### config.mk
export PLATFORM = sky130hd
export DESIGN_NAME = trace_trigger_status
export DESIGN_NICKNAME = d
export VERILOG_FILES = /design/src/common/trace_status_pkg.sv /design/src/rtl/trace_trigger_status.sv /design/src/rtl/addr_comparator.sv
export SDC_FILE = /design/constraint.sdc
export NUM_CORES = 1
export LEC_CHECK = 0
export BUFFER_PORTS_ARGS = -buffer_cell sky130_fd_sc_hd__buf_2
export CAP_MARGIN = 10
export CORE_ASPECT_RATIO = 1.75
export CORE_MARGIN = 2
export CORE_UTILIZATION = 40
export DETAILED_ROUTE_END_ITERATION = 7
export PLACE_DENSITY_LB_ADDON = 0.2
export SETUP_SLACK_MARGIN = 0.3
export SYNTH_ARGS = -nofsm -noshare
export SYNTH_HDL_FRONTEND = slang
export SYNTH_SLANG_ARGS = --single-unit
### constraint.sdc
create_clock -name ref_clk -period 4.5 [get_ports ref_clk]
set_input_delay 0.225 -clock ref_clk [delete_from_list [all_inputs] [get_ports ref_clk]]
set_output_delay 0.225 -clock ref_clk [all_outputs]
set_load 0.01 [all_outputs]
### src/common/trace_status_pkg.sv
package trace_status_pkg;
   localparam logic [7:0] ADDR_CMP_A_EXT = 8'h00;
   localparam logic [7:0] ADDR_CMP_A_HIGH = 8'h01;
   localparam logic [7:0] ADDR_CMP_A_LOW = 8'h02;
   localparam logic [7:0] ADDR_CMP_B_EXT = 8'h03;
   localparam logic [7:0] ADDR_CMP_B_HIGH = 8'h04;
   localparam logic [7:0] ADDR_CMP_B_LOW = 8'h05;
   localparam logic [7:0] ADDR_CMP_C_EXT = 8'h06;
   localparam logic [7:0] ADDR_CMP_C_HIGH = 8'h07;
   localparam logic [7:0] ADDR_CMP_C_LOW = 8'h08;
   localparam logic [7:0] ADDR_CONTROL = 8'h0c;
   localparam logic [7:0] ADDR_TRIGGER = 8'h0d;
   localparam logic [7:0] ADDR_STATUS = 8'h0e;
   localparam logic [7:0] ADDR_COUNT = 8'h0f;
   localparam logic [7:0] ADDR_RW_QUAL = 8'h10;
   localparam logic [7:0] ADDR_CAPTURE_LOW = 8'h11;
   localparam logic [7:0] ADDR_CAPTURE_HIGH = 8'h12;
   localparam logic [7:0] ADDR_CAPTURE_EXT = 8'h13;
   // control register fields
   localparam int CTL_ENABLE_BIT = 7;
   localparam int CTL_ARM_BIT = 6;
   localparam int CTL_LOOP_BIT = 0;
   // trigger register fields
   localparam int TRG_BEGIN_BIT = 6;
   localparam int TRG_MODE_MSB = 3;
   // status fields
   localparam int STS_A_BIT = 7;
   localparam int STS_B_BIT = 6;
   localparam int STS_C_BIT = 5;
   localparam int STS_ARM_BIT = 0;
   // read/write qualify register fields
   localparam int RWQ_A_EN_BIT = 3;
   localparam int RWQ_A_SEL_BIT = 2;
   localparam int RWQ_B_EN_BIT = 1;
   localparam int RWQ_B_SEL_BIT = 0;
   localparam int PAGED_MARK_BIT = 7;
   localparam logic [3:0] MODE_A_AND_B = 4'h5;
   localparam logic [3:0] MODE_A_AND_NOT_B = 4'h6;
   localparam logic [7:0] RESET_CONTROL = 8'hc0;
   localparam logic [7:0] RESET_TRIGGER = 8'h00;
   localparam logic [7:0] RESET_STATUS = 8'h01;
   localparam logic [7:0] RESET_COUNT = 8'h00;
   localparam logic [3:0] COUNT_FULL = 4'h8;
endpackage : trace_status_pkg

### src/rtl/trace_trigger_status.sv
// Local design decision: the plain strobed port.
`timescale 1ns/1ps
// How it works
// sticky a/b/c hit flags, status bits 7..5
// status bit 0 mirrors arm while enabled
// end-run reset, if enabled and begin trigger clear, clears arm, keeps flags
// count bits 3..0, binary zero to eight
// count saturates at eight
// arming clears count, capture increments
// host reads count words, count never decrements
// end-run reset, if enabled and begin trigger clear, keeps the count
// nothing operates unless unit enabled
// comparator a matches address bus
// comparator b uses data in full modes
// comparator c matches address, hits forwarded outside loop mode
// full modes: write only if a-en and a-sel 0
// full modes ignore b rw bits
// loop mode: c tracks last capture
// arm in loop mode clears c
// equal flow address suppresses capture
// different address captured, loaded into c
// c ext bit 7 takes paged marker
// full modes are codes 0101 and 0110
// arming clears three hit flags
// trigger/full clears the arm bit only
// status and count ignore writes
module trace_trigger_status #(
   parameter int ADDR_W = 17
) (
   input wire logic ref_clk,
   input wire logic srst,
   input wire logic end_run_reset,
   input wire logic [7:0] reg_addr,
   input wire logic [7:0] reg_wdata,
   input wire logic reg_write,
   input wire logic reg_read,
   output logic [7:0] reg_rdata,
   input wire logic [ADDR_W-1:0] core_addr,
   input wire logic [7:0] core_read_data,
   input wire logic [7:0] core_write_data,
   input wire logic core_write,
   input wire logic core_valid,
   input wire logic trigger_event,
   input wire logic flow_change_event,
   input wire logic [ADDR_W-1:0] flow_change_addr,
   input wire logic paged_access_indicator,
   output logic compare_a_hit,
   output logic compare_b_hit,
   output logic compare_c_hit,
   output logic fifo_capture,
   output logic [ADDR_W:0] fifo_capture_word
);
   logic [7:0] debug_control_reg;
   logic [7:0] debug_trigger_reg;
   logic [7:0] rw_qual_reg;
   logic [7:0] cmp_a_extended_value, cmp_a_high_value, cmp_a_low_value;
   logic [7:0] cmp_b_extended_value, cmp_b_high_value, cmp_b_low_value;
   logic [7:0] cmp_c_extended_value, cmp_c_high_value, cmp_c_low_value;
   logic compare_a_hit_flag, compare_b_hit_flag, compare_c_hit_flag;
   logic [3:0] fifo_valid_words;
   logic end_run_clear;
   logic [ADDR_W:0] next_capture_word;

   function automatic logic [ADDR_W-1:0] cmp_value(input logic [7:0] ext,
                                                   input logic [7:0] high,
                                                   input logic [7:0] low);
      cmp_value = ADDR_W'({ext[0], high, low});
   endfunction : cmp_value

   wire debug_unit_enable = debug_control_reg[trace_status_pkg::CTL_ENABLE_BIT];
   wire arm_bit = debug_control_reg[trace_status_pkg::CTL_ARM_BIT];
   wire dedupe_capture_mode = debug_control_reg[trace_status_pkg::CTL_LOOP_BIT];
   wire begin_trigger = debug_trigger_reg[trace_status_pkg::TRG_BEGIN_BIT];
   wire [3:0] trigger_mode_code = debug_trigger_reg[trace_status_pkg::TRG_MODE_MSB:0];
   wire active = debug_unit_enable && arm_bit;
   wire full_mode = (trigger_mode_code == trace_status_pkg::MODE_A_AND_B) ||
                    (trigger_mode_code == trace_status_pkg::MODE_A_AND_NOT_B);
   wire cmp_a_rw_qualify_enable = rw_qual_reg[trace_status_pkg::RWQ_A_EN_BIT];
   wire cmp_a_rw_select = rw_qual_reg[trace_status_pkg::RWQ_A_SEL_BIT];
   wire cmp_b_rw_qualify_enable = rw_qual_reg[trace_status_pkg::RWQ_B_EN_BIT];
   wire cmp_b_rw_select = rw_qual_reg[trace_status_pkg::RWQ_B_SEL_BIT];
   // full modes: write compare only on a-en=1, a-sel=0, else read bus
   wire full_write = cmp_a_rw_qualify_enable && !cmp_a_rw_select;
   wire [7:0] full_data = full_write ? core_write_data : core_read_data;
   wire full_dir_ok = (core_write == full_write);
   // b's rw bits are replaced by a's in full modes
   wire b_rw_en = full_mode ? 1'b0 : cmp_b_rw_qualify_enable;
   wire a_rw_en = full_mode ? 1'b0 : cmp_a_rw_qualify_enable;

   logic raw_a, raw_b, raw_c;
   addr_comparator #(.ADDR_W(ADDR_W)) u_cmp_a (
      .value(cmp_value(cmp_a_extended_value, cmp_a_high_value, cmp_a_low_value)),
      .bus_addr(core_addr),
      .bus_data(8'h00),
      .data_value(8'h00),
      .data_mode(1'b0),
      .bus_write(core_write),
      .rw_enable(a_rw_en),
      .rw_select(cmp_a_rw_select),
      .hit(raw_a)
   );
   addr_comparator #(.ADDR_W(ADDR_W)) u_cmp_b (
      .value(cmp_value(cmp_b_extended_value, cmp_b_high_value, cmp_b_low_value)),
      .bus_addr(core_addr),
      .bus_data(full_data),
      .data_value(cmp_b_low_value),
      .data_mode(full_mode),
      .bus_write(core_write),
      .rw_enable(b_rw_en),
      .rw_select(cmp_b_rw_select),
      .hit(raw_b)
   );
   addr_comparator #(.ADDR_W(ADDR_W)) u_cmp_c (
      .value(cmp_value(cmp_c_extended_value, cmp_c_high_value, cmp_c_low_value)),
      .bus_addr(core_addr),
      .bus_data(8'h00),
      .data_value(8'h00),
      .data_mode(1'b0),
      .bus_write(core_write),
      .rw_enable(1'b0),
      .rw_select(1'b0),
      .hit(raw_c)
   );

   wire match_a = core_valid && debug_unit_enable && raw_a && (!full_mode || full_dir_ok);
   wire match_b = core_valid && debug_unit_enable && raw_b && (!full_mode || full_dir_ok);
   // c is not a breakpoint in loop capture mode
   wire match_c = core_valid && debug_unit_enable && raw_c && !dedupe_capture_mode;

   // loop duplicate check against the last captured flow address
   wire [ADDR_W-1:0] last_flow = cmp_value(cmp_c_extended_value, cmp_c_high_value,
                                           cmp_c_low_value);
   wire flow_dup = dedupe_capture_mode && (flow_change_addr == last_flow);
   wire do_capture = active && flow_change_event && !flow_dup;
   wire arm_write = reg_write && (reg_addr == trace_status_pkg::ADDR_CONTROL) &&
                    reg_wdata[trace_status_pkg::CTL_ENABLE_BIT] &&
                    reg_wdata[trace_status_pkg::CTL_ARM_BIT];
   wire stop_run = active && ((!begin_trigger && trigger_event) ||
                   (begin_trigger && fifo_valid_words == trace_status_pkg::COUNT_FULL &&
                    flow_change_event));
   assign end_run_clear = end_run_reset && debug_unit_enable && !begin_trigger;

   // control and trigger registers
   always_ff @(posedge ref_clk) begin
      if (srst && end_run_clear) begin
         debug_control_reg[trace_status_pkg::CTL_ARM_BIT] <= 1'b0;
         debug_control_reg[4] <= 1'b0;
      end else if (srst) begin
         debug_control_reg <= trace_status_pkg::RESET_CONTROL;
         debug_trigger_reg <= trace_status_pkg::RESET_TRIGGER;
         rw_qual_reg <= 8'h00;
      end else begin
         if (reg_write && reg_addr == trace_status_pkg::ADDR_CONTROL) begin
            debug_control_reg <= reg_wdata;
         end else if (stop_run) begin
            debug_control_reg[trace_status_pkg::CTL_ARM_BIT] <= 1'b0;
         end
         // trigger setup is locked while armed
         if (reg_write && reg_addr == trace_status_pkg::ADDR_TRIGGER && !arm_bit) begin
            debug_trigger_reg <= reg_wdata;
         end
         if (reg_write && reg_addr == trace_status_pkg::ADDR_RW_QUAL) begin
            rw_qual_reg <= reg_wdata;
         end
      end
   end

   // comparator a and b value registers
   always_ff @(posedge ref_clk) begin
      if (srst && !end_run_clear) begin
         cmp_a_extended_value <= 8'h00;
         cmp_a_high_value <= 8'h00;
         cmp_a_low_value <= 8'h00;
         cmp_b_extended_value <= 8'h00;
         cmp_b_high_value <= 8'h00;
         cmp_b_low_value <= 8'h00;
      end else if (!srst && reg_write) begin
         unique case (reg_addr)
            trace_status_pkg::ADDR_CMP_A_EXT: cmp_a_extended_value <= reg_wdata;
            trace_status_pkg::ADDR_CMP_A_HIGH: cmp_a_high_value <= reg_wdata;
            trace_status_pkg::ADDR_CMP_A_LOW: cmp_a_low_value <= reg_wdata;
            trace_status_pkg::ADDR_CMP_B_EXT: cmp_b_extended_value <= reg_wdata;
            trace_status_pkg::ADDR_CMP_B_HIGH: cmp_b_high_value <= reg_wdata;
            trace_status_pkg::ADDR_CMP_B_LOW: cmp_b_low_value <= reg_wdata;
            default: ;
         endcase
      end
   end

   // comparator c: software owned, or tracker in loop capture mode
   always_ff @(posedge ref_clk) begin
      if (srst && !end_run_clear) begin
         cmp_c_extended_value <= 8'h00;
         cmp_c_high_value <= 8'h00;
         cmp_c_low_value <= 8'h00;
      end else if (!srst) begin
         if (arm_write && reg_wdata[trace_status_pkg::CTL_LOOP_BIT]) begin
            cmp_c_extended_value <= 8'h00;
            cmp_c_high_value <= 8'h00;
            cmp_c_low_value <= 8'h00;
         end else if (do_capture && dedupe_capture_mode) begin
            cmp_c_extended_value <= {paged_access_indicator, 6'h00,
                                     flow_change_addr[ADDR_W-1]};
            cmp_c_high_value <= flow_change_addr[15:8];
            cmp_c_low_value <= flow_change_addr[7:0];
         end else if (reg_write && !dedupe_capture_mode) begin
            // software writes are ignored in loop mode
            if (reg_addr == trace_status_pkg::ADDR_CMP_C_EXT) cmp_c_extended_value <= reg_wdata;
            if (reg_addr == trace_status_pkg::ADDR_CMP_C_HIGH) cmp_c_high_value <= reg_wdata;
            if (reg_addr == trace_status_pkg::ADDR_CMP_C_LOW) cmp_c_low_value <= reg_wdata;
         end
      end
   end

   // sticky hit flags; set wins over arming clear
   always_ff @(posedge ref_clk) begin
      if (srst) begin
         if (!end_run_clear) begin
            compare_a_hit_flag <= 1'b0;
            compare_b_hit_flag <= 1'b0;
            compare_c_hit_flag <= 1'b0;
         end
      end else begin
         compare_a_hit_flag <= match_a || (compare_a_hit_flag && !arm_write);
         compare_b_hit_flag <= match_b || (compare_b_hit_flag && !arm_write);
         compare_c_hit_flag <= match_c || (compare_c_hit_flag && !arm_write);
      end
   end

   // capture count: never decremented by fifo reads
   always_ff @(posedge ref_clk) begin
      if (srst) begin
         if (!end_run_clear) fifo_valid_words <= 4'h0;
      end else if (arm_write) begin
         fifo_valid_words <= 4'h0;
      end else if (do_capture && fifo_valid_words != trace_status_pkg::COUNT_FULL) begin
         fifo_valid_words <= fifo_valid_words + 4'h1;
      end
   end

   // registered outputs toward the controller and fifo
   assign next_capture_word = {paged_access_indicator, flow_change_addr};
   always_ff @(posedge ref_clk) begin
      if (srst) begin
         compare_a_hit <= 1'b0;
         compare_b_hit <= 1'b0;
         compare_c_hit <= 1'b0;
         fifo_capture <= 1'b0;
         fifo_capture_word <= '0;
      end else begin
         compare_a_hit <= match_a;
         compare_b_hit <= match_b;
         compare_c_hit <= match_c;
         fifo_capture <= do_capture;
         if (do_capture) fifo_capture_word <= next_capture_word;
      end
   end

   // read port; status and count have no write path
   always_ff @(posedge ref_clk) begin
      if (srst) begin
         reg_rdata <= 8'h00;
      end else if (reg_read) begin
         unique case (reg_addr)
            trace_status_pkg::ADDR_CMP_A_EXT: reg_rdata <= cmp_a_extended_value;
            trace_status_pkg::ADDR_CMP_A_HIGH: reg_rdata <= cmp_a_high_value;
            trace_status_pkg::ADDR_CMP_A_LOW: reg_rdata <= cmp_a_low_value;
            trace_status_pkg::ADDR_CMP_B_EXT: reg_rdata <= cmp_b_extended_value;
            trace_status_pkg::ADDR_CMP_B_HIGH: reg_rdata <= cmp_b_high_value;
            trace_status_pkg::ADDR_CMP_B_LOW: reg_rdata <= cmp_b_low_value;
            trace_status_pkg::ADDR_CMP_C_EXT: reg_rdata <= cmp_c_extended_value;
            trace_status_pkg::ADDR_CMP_C_HIGH: reg_rdata <= cmp_c_high_value;
            trace_status_pkg::ADDR_CMP_C_LOW: reg_rdata <= cmp_c_low_value;
            trace_status_pkg::ADDR_CONTROL: reg_rdata <= debug_control_reg;
            trace_status_pkg::ADDR_TRIGGER: reg_rdata <= debug_trigger_reg;
            trace_status_pkg::ADDR_STATUS: reg_rdata <= {compare_a_hit_flag,
               compare_b_hit_flag, compare_c_hit_flag, 4'h0, active};
            trace_status_pkg::ADDR_COUNT: reg_rdata <= {4'h0, fifo_valid_words};
            trace_status_pkg::ADDR_RW_QUAL: reg_rdata <= rw_qual_reg;
            default: reg_rdata <= 8'h00;
         endcase
      end else begin
         reg_rdata <= 8'h00;
      end
   end

   AST_ARM_MIRROR: assert property (@(posedge ref_clk) disable iff (srst)
      reg_read && reg_addr == trace_status_pkg::ADDR_STATUS |=>
      reg_rdata[0] == $past(debug_unit_enable && arm_bit))
      else $error("status bit 0 not arm image");
   AST_COUNT_MAX: assert property (@(posedge ref_clk) disable iff (srst)
      fifo_valid_words <= trace_status_pkg::COUNT_FULL)
      else $error("capture count above eight");
   AST_COUNT_CLR: assert property (@(posedge ref_clk) disable iff (srst)
      arm_write |=> fifo_valid_words == 4'h0)
      else $error("arming did not clear count");
   AST_COUNT_INC: assert property (@(posedge ref_clk) disable iff (srst)
      !arm_write && do_capture && fifo_valid_words < 4'h8 |=>
      fifo_valid_words == $past(fifo_valid_words) + 4'h1)
      else $error("count did not advance");
   AST_ENDRUN_KEEP: assert property (@(posedge ref_clk)
      srst && end_run_clear |=> $stable(fifo_valid_words) && $stable(compare_a_hit_flag))
      else $error("end-run reset changed count or flags");
   AST_IDLE: assert property (@(posedge ref_clk) disable iff (srst)
      !debug_unit_enable |=> !fifo_capture && !compare_a_hit)
      else $error("activity while disabled");
   AST_DUP: assert property (@(posedge ref_clk) disable iff (srst)
      active && flow_change_event && flow_dup |=> !fifo_capture)
      else $error("duplicate captured");
   AST_STICKY_A: assert property (@(posedge ref_clk) disable iff (srst)
      match_a |=> compare_a_hit_flag)
      else $error("a flag not set");
   AST_ARM_CLR: assert property (@(posedge ref_clk) disable iff (srst)
      stop_run && !reg_write |=> !arm_bit)
      else $error("arm not cleared at trigger");
endmodule : trace_trigger_status

### src/rtl/addr_comparator.sv
`timescale 1ns/1ps
module addr_comparator #(
   parameter int ADDR_W = 17
) (
   input wire logic [ADDR_W-1:0] value,
   input wire logic [ADDR_W-1:0] bus_addr,
   input wire logic [7:0] bus_data,
   input wire logic [7:0] data_value,
   input wire logic data_mode,
   input wire logic bus_write,
   input wire logic rw_enable,
   input wire logic rw_select,
   output logic hit
);
   logic base_hit;
   logic rw_ok;
   always_comb begin
      base_hit = data_mode ? (bus_data == data_value) : (bus_addr == value);
      // rw_select 1 means read, 0 means write
      rw_ok = !rw_enable || (rw_select == !bus_write);
      hit = base_hit && rw_ok;
   end
endmodule : addr_comparator

==> qor.csv, run 1 <==
metric;value;unit
status;completed;
total grt overflow;0;
largest net degree at the start of global routing;42;
syn avg cell area;9.48;µm²
drt first-iter violations;412;
CTS Buffer Depth;2;
antenna violations before repair;0;
ys flop type;dfxtp_1;
Data arrival, critical path;2720;ps
Num CTS Buffers;17;
Hold Path Stages;2;
die area;18800;µm²
area grow syn2layout;17.6;%
vias;6230;
wire per inst;24.4;µm
H-tree depth;4;
Clock transition at path regs;60;ps
fin nets;911;
# setup viols final;0;
Period minus WS final;2600;ps
first-pass GRT wire length;38800;µm
TritonCTS Sinks;133;
max_cap viols;0;
Power Density;357;nW/µm²
unrepaired setup endpoints after global routing;false;
max_slew headroom;0.176;
max-slew violation count;0;
placed inst area;7740;µm²
Core Region;17500;µm²
Finished Cell Area;8330;µm²
CTS resizes;0;
CP Class;reg2reg;
IO Port Bufs;105;
Hold-fix buffers, CTS;0;
r2r worst-path depth;5;
Chip Width;105;µm
leakage;0.00355;µW
Critical Path RT;4620;ps
Synth Cell Area;7080;µm²
GRT Total Usage;0.280;
Critical Path Source Type;register;
Largest register FFs;18;
post-route ant nets;0;
ratio of final minimum period to clock period;0.578;
post-CTS setup buffers;0;
Max VDD drop;0.212;mV
residual DRC count;0;
placement row count;64;
Syn Nets;825;
hold_ws;48.1;ps
flops & latches, synth;133;
CTS tree;built;
CP Max Fanout;20;
HP Class;in2reg;
dpl hpwl;20200;µm
Placer Congestion;0.999;
Slew @ Worst Pin;1220;ps
metal2 WL;13300;µm
Die Height;180;µm
top layer in use;met4;
total power;2970;µW
most common cell after layout, fill and taps aside;buf_2;
Routed met3 length;1520;µm
sequential share of the synthesized area;0.417;
final hold vios;0;
Root Driver;clkbuf_16;
vias in the first global route;6239;
Initial DRT Pass Iterations;5;
share of cells above drive strength 1;0.200;
most frequent cells in the layout;buf_2 (105), dfxtp_1 (104), mux2i_1 (69), nor2_1 (66), nand2_1 (63);
Routed WL;26300;µm
ys async rst share;0;
Critical Path End Type;register;
Metal-1 WL;9440;µm
Syn Inst Count;747;
fmax;385;MHz
I/O pin total;106;
initial core utilization;0.406;
Fin Setup TNS;0;ps
Unique masters post-synth;66;
synth warn;0;
number of flops mapped to enable cells by yosys;29;
Core Util, Final;0.477;
worst-skew pair later-pin latency;430;ps
skew final;13.2;ps
register with the most flip-flops;fifo_capture_word;
vias per inst;5.78;
==> report_power, final <==
group	internal, µW	total [µW]	switching [µW]
clock network	807	1350	545
logic	123	322	200
registers	1260	1300	36.8
==> worst paths after layout <==
kind / from / endpoint / slack (ps)
setup reg to reg: cmp_c_high_value[5] / fifo_valid_words[3] / 1900
hold / removal: paged_access_indicator / cmp_c_extended_value[7] / 50
hold reg to reg: cmp_c_extended_value[1] / cmp_c_extended_value[1] / 480
setup / recovery: cmp_c_high_value[5] / fifo_valid_words[3] / 1900
==> synthesized netlist by cell type, types with 6 or more instances <==
cell / count / share of area
dfxtp_1: 104 / 0.29
mux2i_1: 69 / 0.098
nor2_1: 67 / 0.036
nand2_1: 63 / 0.033
xnor2_1: 45 / 0.056
xor2_1: 35 / 0.043
a21oi_1: 34 / 0.024
nand3_1: 30 / 0.021
edfxtp_1: 29 / 0.12
clkbuf_1: 25 / 0.013
nor2b_1: 22 / 0.019
a22o_1: 16 / 0.020
a21o_1: 13 / 0.014
nor3_1: 13 / 0.0092
nand4_1: 11 / 0.0097
a221o_1: 10 / 0.014
a31oi_1: 10 / 0.0088
mux2_2: 10 / 0.016
nor4_1: 9 / 0.0079
o21ai_0: 9 / 0.0064
and2_1: 8 / 0.0071
buf_2: 8 / 0.0057
inv_1: 8 / 0.0042
nand2b_1: 6 / 0.0053
==> critical path, stage by stage, from the launching register on <==
cell and delay [ps]:
dfxtp_1 460, xnor2_1 160, nand4_1 150, nor3_1 510
a31o_2 690, o22ai_1 320
==> metrics by stage <==
step,setup slack [ps],instances
final,1900,1078
after global placement,1640,1044
after detailed placement,1690,1044
after floorplan,2580,747
after global routing,1750,1077
after CTS,1840,1076
==> area by class of cell <==
type / count / area [µm²]
multi-input combinational: 563 / 3920
antenna: 1 / 2.50
tap: 231 / 289
fill: 1756 / 9130
sequential: 133 / 2950
timing repair buffer: 110 / 567
clock inverter: 10 / 96.3
inverter: 8 / 30.0
clock buffer: 22 / 474
==> per-layer routing <==
layer	vias to the layer above	global-route usage
li1	2890	-
met2	275	0.486
met1	2969	0.295
met4	0	0.204
met3	96	0.0597
met5	-	0
==> cell families after synthesis <==
kind of cell	share of synthesized area
simple gates	0.190
compound gates	0.142
flops	0.417
xor+xnor	0.0989
mux	0.117
buf+inv	0.0313
fa+ha+maj	0.00353
No activity file was read; power rests on OpenSTA's default activity.
==> inputs of run 2 (changes only) <==
--- a/config.mk
+++ b/config.mk
@@ -5,6 +5,7 @@
 export SDC_FILE = /design/constraint.sdc
 export NUM_CORES = 1
 export LEC_CHECK = 0
+export ABC_AREA = 1
 export BUFFER_PORTS_ARGS = -buffer_cell sky130_fd_sc_hd__buf_2
 export CAP_MARGIN = 10
 export CORE_ASPECT_RATIO = 1.75
==> constraint.sdc (replaced) <==
create_clock -name ref_clk -period 2.65 [get_ports ref_clk]
set_input_delay 0.1325 -clock ref_clk [delete_from_list [all_inputs] [get_ports ref_clk]]
set_output_delay 0.1325 -clock ref_clk [all_outputs]
set_load 0.01 [all_outputs]
==> run 2 against run 1 <==
Combinational power grew 70%. Via count up 15%. Synthesized cell count increased by 29%. Sequential share of layout area down 0.65 points. Routed wire length shrank 1.0%.
==> qor.csv, run 2 <==
metric;value;unit
status;completed;
fmax;468;MHz
Max VDD drop;0.389;mV
final setup margin;515;ps
Critical Path End Type;register;
Unique masters post-synth;41;
dpl cells;1292;
CP Buf/Inv Count;1;
residual DRC count;0;
share of cells above drive strength 1;0.171;
Fin Setup TNS;0;ps
IO Port Bufs;105;
max_slew headroom;0.604;
max-slew violation count;0;
ys flop type;dfxtp_1;
most frequent cells in the layout;nand2_1 (211), o21ai_0 (111), inv_1 (110), nor2_1 (105), buf_2 (105);
Non-Filler Instances;1330;
flops & latches, synth;133;
Critical Path RT;2920;ps
hold_sp;flow_change_addr[14];
synth warn;0;
drt first-iter violations;554;
CP dominant cell by count;nand3_1;
TritonCTS Sinks;133;
die area;18700;µm²
Routed WL;26000;µm
Period minus WS final;2140;ps
HP Class;in2reg;
ANT cells;0;
leakage;0.00393;µW
Slew @ Worst Pin;589;ps
CP Launch Point;debug_control_reg[7];
vias in the first global route;6946;
CP Class;reg2reg;
initial core utilization;0.405;
Data arrival, critical path;2400;ps
# setup viols final;0;
Chip Width;104;µm
cell with the most instances after synthesis;nand2_1;
Synth top cells by count;nand2_1 (212), o21ai_0 (111), inv_1 (110);
Synth Cell Area;7050;µm²
GRT Total Usage;0.279;
ys async rst share;0;
ratio of final minimum period to clock period;0.806;
largest net degree at the start of global routing;49;
total grt overflow;0;
Synth area leaders;dfxtp_1 (30%), edfxtp_1 (12%), nand2_1 (11%);
vias;7157;
number of flops mapped to enable cells by yosys;29;
most common cell after layout, fill and taps aside;nand2_1;
syn avg cell area;7.29;µm²
Syn Nets;1044;
antenna violations before repair;0;
fillers;1807;
Root Driver;clkbuf_16;
CP Max Fanout;5;
H-tree depth;4;
delay-heaviest family, CP;simple AND/OR/NAND/NOR gates;
vias per inst;5.38;
CTS Buffer Depth;2;
Clock transition at path regs;60;ps
dpl hpwl;20300;µm
Initial DRT Pass Iterations;6;
post-route ant nets;0;
Critical Path Source Type;register;
dpl ws;434;ps
wire per inst;19.6;µm
RR Startpoint;debug_control_reg[7];
placed inst area;7850;µm²
Largest register FFs;18;
register with the most flip-flops;fifo_capture_word;
Syn Inst Count;966;
Core Region;17400;µm²
hold_ws;3.68;ps
Yosys top cell area share;0.296;
placement row count;64;
CP cell instances;nand3_1 -> inv_1 -> nand4_1 -> nor4b_1 -> nand3_1 -> o21ai_0;
Num CTS Buffers;17;
final hold vios;0;
I/O pin total;106;
area grow syn2layout;20.4;%
Worst path max stage delay;460;ps
fin nets;1164;
first-pass GRT wire length;39900;µm
skew final;8.41;ps
Placer Congestion;0.996;
CTS tree;built;
unrepaired setup endpoints after global routing;true;
worst-skew pair later-pin latency;430;ps
Power Density;591;nW/µm²
cell taking the most area after synthesis;dfxtp_1;
Finished Cell Area;8480;µm²
slowest CP cell;nor4b_1;
sequential share of the synthesized area;0.419;
max_cap viols;0;
post-CTS setup buffers;0;
Die Height;180;µm
==> run 2: worst reg2reg max path: cells and delay by family, from the launching register on <==
family / cells / cell delay, ps
DFF: 1 / 450
and+or+nand+nor: 4 / 1160
buffers and inverters: 1 / 210
AOI/OAI and AO/OA: 1 / 160
==> run 2: final cells by class <==
type / count / area [µm²] / share of cell area
repair buffers: 130 / 728 / 0.0858
multi-input cells: 686 / 3500 / 0.413
clock buffers: 18 / 450 / 0.0531
well taps: 231 / 289 / 0.0341
flip-flops and latches: 133 / 2950 / 0.348
inverters: 118 / 445 / 0.0525
clock inverters: 14 / 113 / 0.0133
==> run 2: final timing paths <==
kind / endpoint / slack, ps / depth (start not counted)
worst min register to register: fifo_capture_word[17] / 500 / 2
worst max register to register: compare_a_hit_flag / 510 / 6
worst max-delay path: compare_a_hit_flag / 510 / 6
worst min-delay path: fifo_capture_word[14] / 4 / 3
==> run 2: logic make-up (layout without fill, tap and decap cells) <==
kind of cell,count (synthesis),after routing,synth area share
AND/OR/NAND/NOR,406,406,0.259
AO/OA/AOI/OAI,234,234,0.179
buffers and inverters,147,280,0.0845
flip-flops,133,133,0.419
XOR/XNOR,41,41,0.0510
multiplexers,3,3,0.00426
adder cells (fa/ha/maj),2,2,0.00355
==> run 2: routing by layer <==
metal	global-route usage	routed length [µm]
met1	0.301	9460
met2	0.498	13400
met3	0.0370	1450
met4	0.192	1730
met5	0	0
==> run 2: power by group <==
group | switching (µW) | internal [µW]
registers | 38.9 | 2140
clock network | 1010 | 1280
logic | 366 | 183
==> run 2: per-stage QoR <==
step,util,total power [µW]
6_report,0.488,5010
5_1_grt,0.488,5170
4_1_cts,0.488,5020
3_5_place_dp,0.452,2760
3_3_place_gp,0.452,2760
2_1_floorplan,-,2520
==> run 2: what timing repair did <==
| item | CTS | global route |
|---|---|---|
| gates resized for setup | 0 | 2 |
| hold buffers | 6 | 0 |
| setup endpoints to repair | 0 | 12 |
| hold endpoints to repair | 6 | 0 |
==> inputs of run 3 (changes only) <==
==> constraint.sdc (replaced) <==
create_clock -name ref_clk -period 1.85 [get_ports ref_clk]
set_input_delay 0.0925 -clock ref_clk [delete_from_list [all_inputs] [get_ports ref_clk]]
set_output_delay 0.0925 -clock ref_clk [all_outputs]
set_load 0.01 [all_outputs]
==> run 3 against run 2 <==
Critical path depth increased by 5. Sequential share of layout area decreased by 4.7 points. Flip-flop and latch count unchanged. Count of clock-buffer cells in the layout rose by 5. Routed wire length grew 12%. Clock power grew 64%. Critical path type unchanged. The run now ends with negative setup slack left. Final area is 16% higher. Largest cell class unchanged.
==> qor.csv, run 3 (synthesis results as in run 2) <==
metric;value;unit
status;finished with violations;
violated checks;negative setup slack;
CP Max Fanout;7;
placed inst area;8470;µm²
vias in the first global route;7420;
largest net degree at the start of global routing;40;
# setup viols final;16;
Non-Filler Instances;1438;
GRT Total Usage;0.299;
unrepaired setup endpoints after global routing;true;
Critical Path End Type;register;
Die Height;180;µm
H-tree depth;4;
drt first-iter violations;504;
HP Class;in2reg;
Critical Path RT;2180;ps
vias;7731;
ratio of final minimum period to clock period;1.02;
CP Class;reg2reg;
antenna violations before repair;0;
max_slew headroom;0.665;
Initial DRT Pass Iterations;5;
Data arrival, critical path;2220;ps
Routed WL;29200;µm
Placer Congestion;1.03;
fin nets;1272;
area grow syn2layout;40.1;%
fmax;529;MHz
initial core utilization;0.405;
register with the most flip-flops;fifo_capture_word;
Core Region;17400;µm²
post-route ant nets;0;
vias per inst;5.38;
max_cap viols;0;
most frequent cells in the layout;nand2_1 (185), buf_2 (105), o21ai_0 (100), nor2_1 (99), inv_1 (98);
CTS tree;built;
wire per inst;20.3;µm
Chip Width;104;µm
Largest register FFs;18;
total grt overflow;0;
max-slew violation count;0;
most common cell after layout, fill and taps aside;nand2_1;
final hold vios;0;
share of cells above drive strength 1;0.299;
Power Density;802;nW/µm²
skew final;8.53;ps
dpl cells;1364;
Critical Path Source Type;register;
IO Port Bufs;105;
first-pass GRT wire length;42100;µm
leakage;0.00456;µW
Finished Cell Area;9870;µm²
Max VDD drop;0.560;mV
Slew @ Worst Pin;503;ps
CTS Buffer Depth;2;
Num CTS Buffers;17;
placement row count;64;
ANT cells;0;
hold_ws;21.6;ps
die area;18700;µm²
Root Driver;clkbuf_16;
Clock transition at path regs;60;ps
Period minus WS final;1890;ps
final setup margin;-40.1;ps
I/O pin total;106;
dpl hpwl;21700;µm
worst-skew pair later-pin latency;430;ps
Core Util, Final;0.568;
TritonCTS Sinks;133;
total power;7910;µW
residual DRC count;0;
run 3: changes by cell type in the layout (fill, tap and decap cells not counted), sizes merged, moves of 3 or more:
cell and change:
dlygate4sd3 +10, buf +92, bufinv +3, inv -5
clkbuf +7, nand3 +3
run 3: area by class of cell:
class | instances | area, µm²
inverters | 118 | 453
repair inverters | 1 | 7.51
flip-flops and latches | 133 | 2970
clock buffers | 23 | 510
multi-input cells | 689 | 3840
clock inverters | 9 | 136
fillers | 1685 | 7510
well taps | 231 | 289
repair buffers | 234 | 1670
run 3: worst paths after layout:
path                         start                    end  slack, ps  depth (start not counted)
max             cmp_c_low_value[4]    cmp_c_high_value[1]        -40                         11
min           flow_change_addr[16]  fifo_capture_word[16]         20                          3
max reg2reg     cmp_c_low_value[4]    cmp_c_high_value[1]        -40                         11
min reg2reg  fifo_capture_word[17]  fifo_capture_word[17]        500                          2
run 3: power by group:
part	switching [µW]	internal, µW
Clock	1360	2360
Sequential	57.0	3070
Combinational	638	421
Total	2060	5860
run 3: metrics by stage:
stage	setup TNS (ps)	setup slack (ps)
2_1_floorplan	0	180
3_3_place_gp	-1.42	-1.42
3_5_place_dp	-64.5	-27.3
4_1_cts	0	53.9
5_1_grt	-3070	-141
6_report	-289	-40.1
run 3: what timing repair did:
item,CTS,global route
endpoints found under the setup margin,54,102
resized for setup,21,79
setup buffers,5,13
pin swaps,7,47
cloned,1,7
hold buffers,16,0
hold endpoints to repair,16,0
run 3: metal layers:
metal / up-vias / share of wire / GRT usage
met5: - / 0 / 0
met4: 0 / 0.093 / 0.255
met3: 127 / 0.049 / 0.0562
met2: 335 / 0.52 / 0.523
met1: 3594 / 0.34 / 0.301
li1: 3675 / - / -
run 3: critical path, cell delays in order (launching register included):
cell	delay (ps)
dfxtp_1	400
inv_1	80
nand2_1	60
nand4_1	90
nor2_1	200
nand3_4	150
nand3_4	150
nand3_4	210
nand3_4	250
nand2_2	80
nand2_1	60
nor2_1	40
